### config.mk
export PLATFORM = sky130hd
export DESIGN_NAME = adso_top
export DESIGN_NICKNAME = d
export VERILOG_FILES = /design/src/hw/adso_clkdiv.v /design/src/hw/adso_top.v
export VERILOG_INCLUDE_DIRS = /design/src /design/src/hw
export SDC_FILE = /design/constraint.sdc
export NUM_CORES = 1
export LEC_CHECK = 0
export ABC_AREA = 0
export ABC_CLOCK_PERIOD_IN_PS = 8430
export BUFFER_PORTS_ARGS = -buffer_cell sky130_fd_sc_hd__buf_2
export CAP_MARGIN = 10
export CORE_MARGIN = 4
export CORE_UTILIZATION = 38
export CTS_BUF_LIST = sky130_fd_sc_hd__clkbuf_16
export CTS_CLUSTER_DIAMETER = 30
export CTS_CLUSTER_SIZE = 14
export DETAILED_ROUTE_END_ITERATION = 8
export HOLD_SLACK_MARGIN = 0.02
export PLACE_DENSITY = 0.59
export SYNTH_ARGS = -nofsm -noshare
export SYNTH_HDL_FRONTEND = slang
export SYNTH_SLANG_ARGS = --single-unit
### constraint.sdc
create_clock -name mclk -period 8.43 [get_ports mclk]
set_input_delay 2.1075 -clock mclk [delete_from_list [all_inputs] [get_ports mclk]]
set_output_delay 2.1075 -clock mclk [all_outputs]
set_load 0.005 [all_outputs]
### src/hw/adso_defs.vh
`ifndef ADSO_DEFS_VH
`define ADSO_DEFS_VH

// ----------------------------------------------------------------
// Register offsets
// ----------------------------------------------------------------
`define ADSO_ADDR_CONTROL_0   8'h9A
`define ADSO_ADDR_CONTROL_1   8'h9B
`define ADSO_ADDR_STATUS      8'hC0
`define ADSO_ADDR_SAMPLE_LO   8'hC1
`define ADSO_ADDR_SAMPLE_HI   8'hC2
`define ADSO_ADDR_DIVIDER     8'hC3

// ----------------------------------------------------------------
// Field positions
// ----------------------------------------------------------------
`define ADSO_C0_JUST_HI       7
`define ADSO_C0_JUST_LO       3
`define ADSO_C0_POL_BIT       2
`define ADSO_C0_SLOT_BIT      1
`define ADSO_C0_RATE_BIT      0
`define ADSO_C1_SRC_BIT       7
`define ADSO_C1_ON_BIT        0
`define ADSO_ST_HOLD_BIT      0
`define ADSO_ST_RUN_BIT       1
`define ADSO_ST_CHAN_BIT      2

// ----------------------------------------------------------------
// Reset values
// ----------------------------------------------------------------
`define ADSO_RST_CONTROL_0    8'h08
`define ADSO_RST_CONTROL_1    8'h00
`define ADSO_RST_DIVIDER      5'h00

// ----------------------------------------------------------------
// Timing counts, in half master clock periods per bit clock half, then slot and sample bit positions
// ----------------------------------------------------------------
`define ADSO_HALF_256_S16     4'h8
`define ADSO_HALF_256_S32     4'h4
`define ADSO_HALF_384_S16     4'hC
`define ADSO_HALF_384_S32     4'h6
`define ADSO_LAST_POS_S16     5'h0F
`define ADSO_LAST_POS_S32     5'h1F
`define ADSO_SAMPLE_MSB       4'hF
`define ADSO_SAMPLE_BITS      6'h10

`endif

### src/hw/adso_clkdiv.v
`timescale 1ns/10ps
module adso_clkdiv (
  input  wire       mclk,
  input  wire       sys_rst,
  input  wire       ce,
  input  wire       enable,
  input  wire [4:0] divisor,
  output reg        tick,
  output reg        master_clk_out
);

  reg [4:0] count;

  // ----------------------------------------------------------------
  // Divide by divisor plus one, toggle master clock on each tick
  // ----------------------------------------------------------------
  always @(posedge mclk) begin
    if (sys_rst) begin
      count          <= 5'h00;
      tick           <= 1'b0;
      master_clk_out <= 1'b0;
    end else if (ce) begin
      if (!enable) begin
        count          <= 5'h00;
        tick           <= 1'b0;
        master_clk_out <= 1'b0;
      end else if (count >= divisor) begin
        count          <= 5'h00;
        tick           <= 1'b1;
        master_clk_out <= ~master_clk_out;
      end else begin
        count <= count + 5'h01;
        tick  <= 1'b0;
      end
    end
  end

endmodule // adso_clkdiv

### src/hw/adso_top.v
`timescale 1ns/10ps
`include "adso_defs.vh"
module adso_top (
  input  wire        mclk,
  input  wire        sys_rst,
  input  wire        ce,
  input  wire [7:0]  addr,
  input  wire [7:0]  wdata,
  input  wire        wr,
  input  wire        rd,
  output reg  [7:0]  rdata,
  input  wire [15:0] dec_sample,
  input  wire        dec_valid,
  output wire        dec_ready,
  output wire        dac_sys_clk,
  output reg         bit_clock_out,
  output reg         word_select_out,
  output reg         audio_data_out
);

  // ----------------------------------------------------------------
  // Functions
  // ----------------------------------------------------------------
  function [3:0] half_ticks;
    input rate;
    input wide;
    begin
      case ({rate, wide})
        2'b00:   half_ticks = `ADSO_HALF_256_S16;
        2'b01:   half_ticks = `ADSO_HALF_256_S32;
        2'b10:   half_ticks = `ADSO_HALF_384_S16;
        default: half_ticks = `ADSO_HALF_384_S32;
      endcase
    end
  endfunction

  function slot_bit;
    input [15:0] word;
    input [4:0]  pos;
    input [4:0]  just;
    reg   [5:0]  diff;
    begin
      diff = {1'b0, pos} - {1'b0, just};
      if (pos >= just && diff < `ADSO_SAMPLE_BITS)
        slot_bit = word[`ADSO_SAMPLE_MSB - diff[3:0]];
      else
        slot_bit = 1'b0;
    end
  endfunction

  // ----------------------------------------------------------------
  // Control state
  // ----------------------------------------------------------------
  localparam [7:0] rst_control_0 = `ADSO_RST_CONTROL_0;

  reg  [4:0]  justify_offset;
  reg         word_select_polarity;
  reg         slot_width_select;
  reg         master_rate_select;
  reg         stream_source_select;
  reg         audio_iface_on;
  reg  [4:0]  audio_clock_divisor;
  reg  [7:0]  core_lo;
  reg  [15:0] hold_word;
  reg         hold_full;
  reg  [15:0] shift_word;
  reg         running;
  reg         right_chan;
  reg  [4:0]  slot_pos;
  reg  [3:0]  phase;

  wire        tick;
  wire [3:0]  half_last;
  wire [4:0]  last_pos;
  wire        left_level;
  wire        dec_take;
  wire        core_take;
  wire        step;
  wire        half_done;
  wire        fall_edge;
  wire        slot_end;
  wire        start_frame;
  wire        load_right;
  wire        reload_left;
  wire        consume;

  // ----------------------------------------------------------------
  // Audio clock divider
  // ----------------------------------------------------------------
  adso_clkdiv u_clkdiv (
    .mclk           (mclk),
    .sys_rst        (sys_rst),
    .ce             (ce),
    .enable         (audio_iface_on),
    .divisor        (audio_clock_divisor),
    .tick           (tick),
    .master_clk_out (dac_sys_clk)
  );

  // ----------------------------------------------------------------
  // Frame timing decode
  // ----------------------------------------------------------------
  assign half_last   = half_ticks(master_rate_select, slot_width_select) - 4'h1;
  assign last_pos    = slot_width_select ? `ADSO_LAST_POS_S32
                                         : `ADSO_LAST_POS_S16;
  assign left_level  = word_select_polarity;
  assign step        = ce & tick & audio_iface_on;
  assign half_done   = step & running & (phase == half_last);
  assign fall_edge   = half_done & bit_clock_out;
  assign slot_end    = fall_edge & (slot_pos == last_pos);
  assign start_frame = step & ~running & hold_full;
  assign load_right  = slot_end & ~right_chan;
  assign reload_left = slot_end & right_chan & hold_full;
  assign consume     = start_frame | reload_left | (load_right & hold_full);

  // ----------------------------------------------------------------
  // Sample sources
  // ----------------------------------------------------------------
  // Ready only while ce is high, so a frozen cycle never loses a word
  assign dec_ready = ce & audio_iface_on & ~stream_source_select & ~hold_full;
  assign dec_take  = dec_valid & dec_ready;
  assign core_take = wr & (addr == `ADSO_ADDR_SAMPLE_HI) & audio_iface_on
                     & stream_source_select & ~hold_full;

  always @(posedge mclk) begin
    if (sys_rst) begin
      hold_word <= 16'h0000;
      hold_full <= 1'b0;
    end else if (ce) begin
      if (!audio_iface_on) begin
        hold_full <= 1'b0;
      end else if (dec_take) begin
        hold_word <= dec_sample;
        hold_full <= 1'b1;
      end else if (core_take) begin
        hold_word <= {wdata, core_lo};
        hold_full <= 1'b1;
      end else if (consume) begin
        hold_full <= 1'b0;
      end
    end
  end

  // ----------------------------------------------------------------
  // Register writes
  // ----------------------------------------------------------------
  always @(posedge mclk) begin
    if (sys_rst) begin
      justify_offset       <= rst_control_0[`ADSO_C0_JUST_HI:`ADSO_C0_JUST_LO];
      word_select_polarity <= 1'b0;
      slot_width_select    <= 1'b0;
      master_rate_select   <= 1'b0;
      stream_source_select <= 1'b0;
      audio_iface_on       <= 1'b0;
      audio_clock_divisor  <= `ADSO_RST_DIVIDER;
      core_lo              <= 8'h00;
    end else if (ce && wr) begin
      case (addr)
        `ADSO_ADDR_CONTROL_0: begin
          justify_offset       <= wdata[`ADSO_C0_JUST_HI:`ADSO_C0_JUST_LO];
          word_select_polarity <= wdata[`ADSO_C0_POL_BIT];
          slot_width_select    <= wdata[`ADSO_C0_SLOT_BIT];
          master_rate_select   <= wdata[`ADSO_C0_RATE_BIT];
        end
        `ADSO_ADDR_CONTROL_1: begin
          stream_source_select <= wdata[`ADSO_C1_SRC_BIT];
          audio_iface_on       <= wdata[`ADSO_C1_ON_BIT];
        end
        `ADSO_ADDR_SAMPLE_LO: begin
          core_lo <= wdata;
        end
        `ADSO_ADDR_DIVIDER: begin
          audio_clock_divisor <= wdata[4:0];
        end
        default: begin
          core_lo <= core_lo;
        end
      endcase
    end
  end

  // ----------------------------------------------------------------
  // Register reads, data one cycle after the strobe
  // ----------------------------------------------------------------
  always @(posedge mclk) begin
    if (sys_rst) begin
      rdata <= 8'h00;
    end else if (ce) begin
      if (rd) begin
        case (addr)
          `ADSO_ADDR_CONTROL_0:
            rdata <= {justify_offset, word_select_polarity,
                      slot_width_select, master_rate_select};
          `ADSO_ADDR_CONTROL_1:
            rdata <= {stream_source_select, 6'h00, audio_iface_on};
          `ADSO_ADDR_STATUS:
            rdata <= {5'h00, right_chan, running, hold_full};
          `ADSO_ADDR_SAMPLE_LO:
            rdata <= core_lo;
          `ADSO_ADDR_DIVIDER:
            rdata <= {3'h0, audio_clock_divisor};
          default:
            rdata <= 8'h00;
        endcase
      end else begin
        rdata <= 8'h00;
      end
    end
  end

  // ----------------------------------------------------------------
  // Serialiser and bit / word clocks
  // ----------------------------------------------------------------
  always @(posedge mclk) begin
    if (sys_rst) begin
      shift_word      <= 16'h0000;
      running         <= 1'b0;
      right_chan      <= 1'b0;
      slot_pos        <= 5'h00;
      phase           <= 4'h0;
      bit_clock_out   <= 1'b0;
      word_select_out <= 1'b0;
      audio_data_out  <= 1'b0;
    end else if (ce) begin
      if (!audio_iface_on) begin
        running         <= 1'b0;
        right_chan      <= 1'b0;
        slot_pos        <= 5'h00;
        phase           <= 4'h0;
        bit_clock_out   <= 1'b0;
        word_select_out <= left_level;
        audio_data_out  <= 1'b0;
      end else if (start_frame) begin
        // First bit is set up a full half period before the first rise
        running         <= 1'b1;
        shift_word      <= hold_word;
        right_chan      <= 1'b0;
        slot_pos        <= 5'h00;
        phase           <= 4'h0;
        bit_clock_out   <= 1'b0;
        word_select_out <= left_level;
        audio_data_out  <= slot_bit(hold_word, 5'h00, justify_offset);
      end else if (!running) begin
        bit_clock_out   <= 1'b0;
        word_select_out <= left_level;
        audio_data_out  <= 1'b0;
      end else if (step) begin
        if (!half_done) begin
          phase <= phase + 4'h1;
        end else if (!bit_clock_out) begin
          phase         <= 4'h0;
          bit_clock_out <= 1'b1;
        end else begin
          phase         <= 4'h0;
          bit_clock_out <= 1'b0;
          if (!slot_end) begin
            slot_pos       <= slot_pos + 5'h01;
            audio_data_out <= slot_bit(shift_word, slot_pos + 5'h01,
                                       justify_offset);
          end else if (!right_chan) begin
            // Right slot without a fresh sample sends silence
            slot_pos        <= 5'h00;
            right_chan      <= 1'b1;
            word_select_out <= ~left_level;
            shift_word      <= hold_full ? hold_word : 16'h0000;
            audio_data_out  <= slot_bit(hold_full ? hold_word : 16'h0000,
                                        5'h00, justify_offset);
          end else if (hold_full) begin
            slot_pos        <= 5'h00;
            right_chan      <= 1'b0;
            word_select_out <= left_level;
            shift_word      <= hold_word;
            audio_data_out  <= slot_bit(hold_word, 5'h00, justify_offset);
          end else begin
            // No sample waiting at frame end: park the clocks
            running         <= 1'b0;
            right_chan      <= 1'b0;
            slot_pos        <= 5'h00;
            word_select_out <= left_level;
            audio_data_out  <= 1'b0;
          end
        end
      end
    end
  end

endmodule // adso_top

==> impl.org <==
** Status
- Result of the run :: finished clean

** Synthesis
- Count of yosys warnings during synthesis :: 0
- Of the post-synthesis cell area, the dominant cell type holds a little under two fifths.
- Area leader, netlist :: dfxtp_1
- Number of storage elements in the synthesis netlist :: 85
- Instance count of the mapped netlist :: between 400 and 500
- Count of different cell masters after synthesis :: 61
- Net Count, Synth :: ~550
- Main flop type after synthesis :: dfxtp_1
- Counting flops with a built-in enable in the synthesized netlist gives 0.
- Cell area after synthesis :: between 4000 and 5000 um^2
- A synthesized cell averages around 9 um^2.
- By area the synthesized netlist is led by dfxtp_1 (38%), mux2i_1 (6.2%), nor2_1 (5.0%), ha_1 (4.7%), a311oi_2 (4.3%).
- Counting flops with an async set or reset pin after synthesis yields a share of 0%.
- Post-synthesis sequential area ratio :: 37.9%

** Floorplanning
- From bottom edge to top edge, the die measures between 100 and 150 um.
- X dimension of the die :: between 100 and 150 um
- Top-level port count :: 51
- Initial standard-cell utilization of the core :: around two fifths
- Row generation in the floorplan step produced 39 rows.
- The die covers between 10000 and 15000 um^2.
- The region available for standard cell placement spans ~12000 um^2.

** Layout
- The library cells used most frequently in the layout, excluding fill and tap cells, are dfxtp_1 (85), nor2_1 (60), buf_2 (50).
- The number of antenna diodes in the final layout is 0.
- Design Area, Final :: 5120 um^2
- In the final layout, flip-flops and latches occupy approximately 1700 um^2.
- The multi-input combinational cells in the finished layout cover a total of approximately 2600 um^2.
- Most frequent standard cell in the layout excluding fill and tap cells :: dfxtp_1
- Area added between synthesis and finish :: 14.0%
- In the final design database the tool counted 583 nets.
- The post-route netlist has approximately 18% of its cells at a drive strength greater than 1.
- Filler instances :: roughly 1100

** Global routing
- Entering global routing, the biggest net connects 66 pins.
- Overflow left after global routing :: 0
- Total Routing Usage GR :: about 18%
- The via count of the first global-routing pass was about 3600.
- Wire length of the first global-routing pass :: 19000 um
- Number of antenna violations at the first check in global routing :: 0

** Clocking
- The tree is rooted in a clkbuf_16.
- Setup repair bufs after CTS :: 0
- Clock transition at the registers of the reported paths :: 60 ps
- Count of hold buffers inserted by post-cts repair :: 0
- TritonCTS built the clock tree.
- Post-cts repair resize count :: 0
- Counting along the longest clock path gives a buffer depth of 2.
- In this run, CTS created clock tree buffers numbering 9.
- Clock latency of the later-clocked register in the worst-skew pair :: approximately 340 ps
- Number of sinks driven by the clock tree :: 85
- CTS built an H-tree with a depth of 3.

** Placed design
- Area after detailed placement :: about 4800 um^2
- GPL Wtd Cong :: roughly 0.82
- Number of port buffers :: 50
- Detailed placement finished with a half-perimeter wire length of 8450 um.

** Hold path
- For hold timing, the worst endpoint is rdata[0]$_SDFFE_PP0P_.
- The tightest min-delay check is of the register to register type.
- Number of cells on the worst hold path :: 2
- Worst hold start :: rdata[0]$_SDFFE_PP0P_

** STA
- Between clock sinks in the finished design, the worst skew comes to 5.90 ps.
- The number of max-slew violations in the final report came to 0.
- Normalized max-slew margin :: a little over a fifth
- Adding up every negative setup slack in the final design gives 0 ps.
- Timing would allow up to between 150 and 200 MHz.
- Dividing the final minimum period by the clock period gives about 66%.
- Hold is met by roughly 470 ps.
- Tmin final :: about 5500 ps
- The number of hold-slack violations in the final timing report is 0.
- Setup violations remaining at the end of the flow were counted as 0.
- Setup repair after global routing left no endpoint under its margin.
- For the pin with the worst max-slew slack, the measured transition is 1160 ps.

** Critical path
- For the worst flop-to-flop path, the logic depth is 8.
- Arrival time of the worst setup path :: around 3400 ps
- Critical path's slowest cell :: buf_2
- The critical path is of the input port to output port type.
- STA puts the critical path data required time at 6320 ps.
- Most frequent cell on the critical path :: buf_2
- Top cell family by delay on the critical path :: buffers and inverters
- In this run the critical register-to-register path is launched from audio_iface_on$_SDFFE_PP0P_.
- Number of buffers and inverters on the critical path :: 3
- Startpoint types :: input port
- Minimum setup slack among reg-to-reg paths :: 5550 ps
- The worst setup path is captured at an output port.
- Traced cell by cell, the critical path runs through buf_2, nor4bb_2, buf_4, buf_2.
- In this run the critical register-to-register path is captured at hold_word[3]$_SDFFE_PP0P_.
- Of all nets on the critical path, the largest fanout is 33.
- Slowest cell delay on critical path :: 460 ps

** Drt
- Dividing the detail-routed wire length by the instance count gives roughly 17 um.
- Detail Route Antenna Nets :: 0
- Wires add up to between 10000 and 15000 um.
- Detailed routing inserted a total of 3734 vias.
- DR pass1 iterations :: 4
- In the routed design, unresolved DRC markers number 0.
- Vias per Instance :: 5.53
- DRC violation total after the first TritonRoute iteration :: between 200 and 300

** Pwr
- Power density of the placed cells :: 160 nW/um^2
- Summed over all cells, the static leakage comes to just under 2 nW.
- VDD IR-drop max :: about 0.076 mV

** Run
- Across the run, the number of max-cap violations was 0.
[power by group]
| group | switching, W | internal (W) |
|---|---|---|
| Clock | 0.000158 | 0.000228 |
| Combinational | 0.0000223 | 0.0000106 |
| Sequential | 0.000000225 | 0.000402 |
[metrics by stage]
| stage | utilization [%] | worst slack (ps) | std cells | total power (W) |
|---|---|---|---|---|
| final | 44.5 | 2900 | 675 | 0.000821 |
| after global placement | 41.7 | 2930 | 658 | 0.000443 |
| after floorplan | - | 3410 | 493 | 0.000428 |
| after global routing | 44.5 | 2840 | 675 | 0.000851 |
| after detailed placement | 41.7 | 2920 | 658 | 0.000444 |
| after CTS | 44.2 | 2920 | 674 | 0.000831 |
[cell usage after synthesis (4+ instances only)]
library cell  instances
a311oi_2             13
nand3_1              24
dfxtp_1              85
ha_1                 17
nor4_1                5
and3_1               10
xnor2_1               7
clkbuf_1             22
nand3b_1              4
mux2i_1              28
mux4_2                6
nand2b_1              9
nor2b_1               9
nor2_1               60
nor3_1                7
o21ai_0              13
a21oi_1              20
a22o_1               19
nand2_1              35
xor2_1                5
inv_1                22
[per-layer routing]
layer | up-vias | wire, um | part of all wire [%] | global-route usage [%]
met1 | 1776 | 5620 | 49 | 25.2
met5 | - | 0 | 0 | 0
li1 | 1872 | - | - | -
met2 | 76 | 5330 | 46 | 27.9
met3 | 10 | 417 | 3.6 | 3.78
met4 | 0 | 114 | 0.99 | 4.13
[flip-flops by register name, summed over array words and instances (netlist names), 4 cells and up]
signal               count
hold_word               16
shift_word              16
core_lo                  8
rdata                    8
audio_clock_divisor      5
justify_offset           5
slot_pos                 5
u_clkdiv.count           5
phase                    4
[area by class of cell]
cell class,instances,area share [%]
clock buffers,9,4.40
flip-flops and latches,85,33.2
clock inverters,7,1.27
well taps,143,3.49
multi-input cells,355,50.1
repair buffers,54,5.86
inverters,22,1.61
[worst reg2reg max path, stage by stage (launching register included)]
cell,delay (ps)
dfxtp_1,640
nor4bb_2,340
buf_4,270
nand2_1,370
o31ai_4,170
and2b_1,460
buf_16,230
nor2_1,60
a311oi_1,250
[worst max path at each step]
stage | from | to | slack (ps) | depth (start not counted)
CTS | ce | dec_ready | 2920 | 4
finish | ce | dec_ready | 2900 | 4
detailed placement | ce | dec_ready | 2920 | 4
global route | ce | dec_ready | 2840 | 4
floorplan | ce | dec_ready | 3410 | 3
global placement | ce | dec_ready | 2930 | 4
[kinds of logic after synthesis]
family                     after synthesis  share of synthesized area [%]
and+or+nand+nor                        182                           19.9
AOI/OAI and AO/OA                      107                           19.8
DFF                                     85                           37.9
buffers and inverters                   53                           5.10
muxes                                   36                           9.75
adders and majority gates               18                           5.18
xor gates and xnor gates                12                           2.34
(Power assumes the default switching activity.)
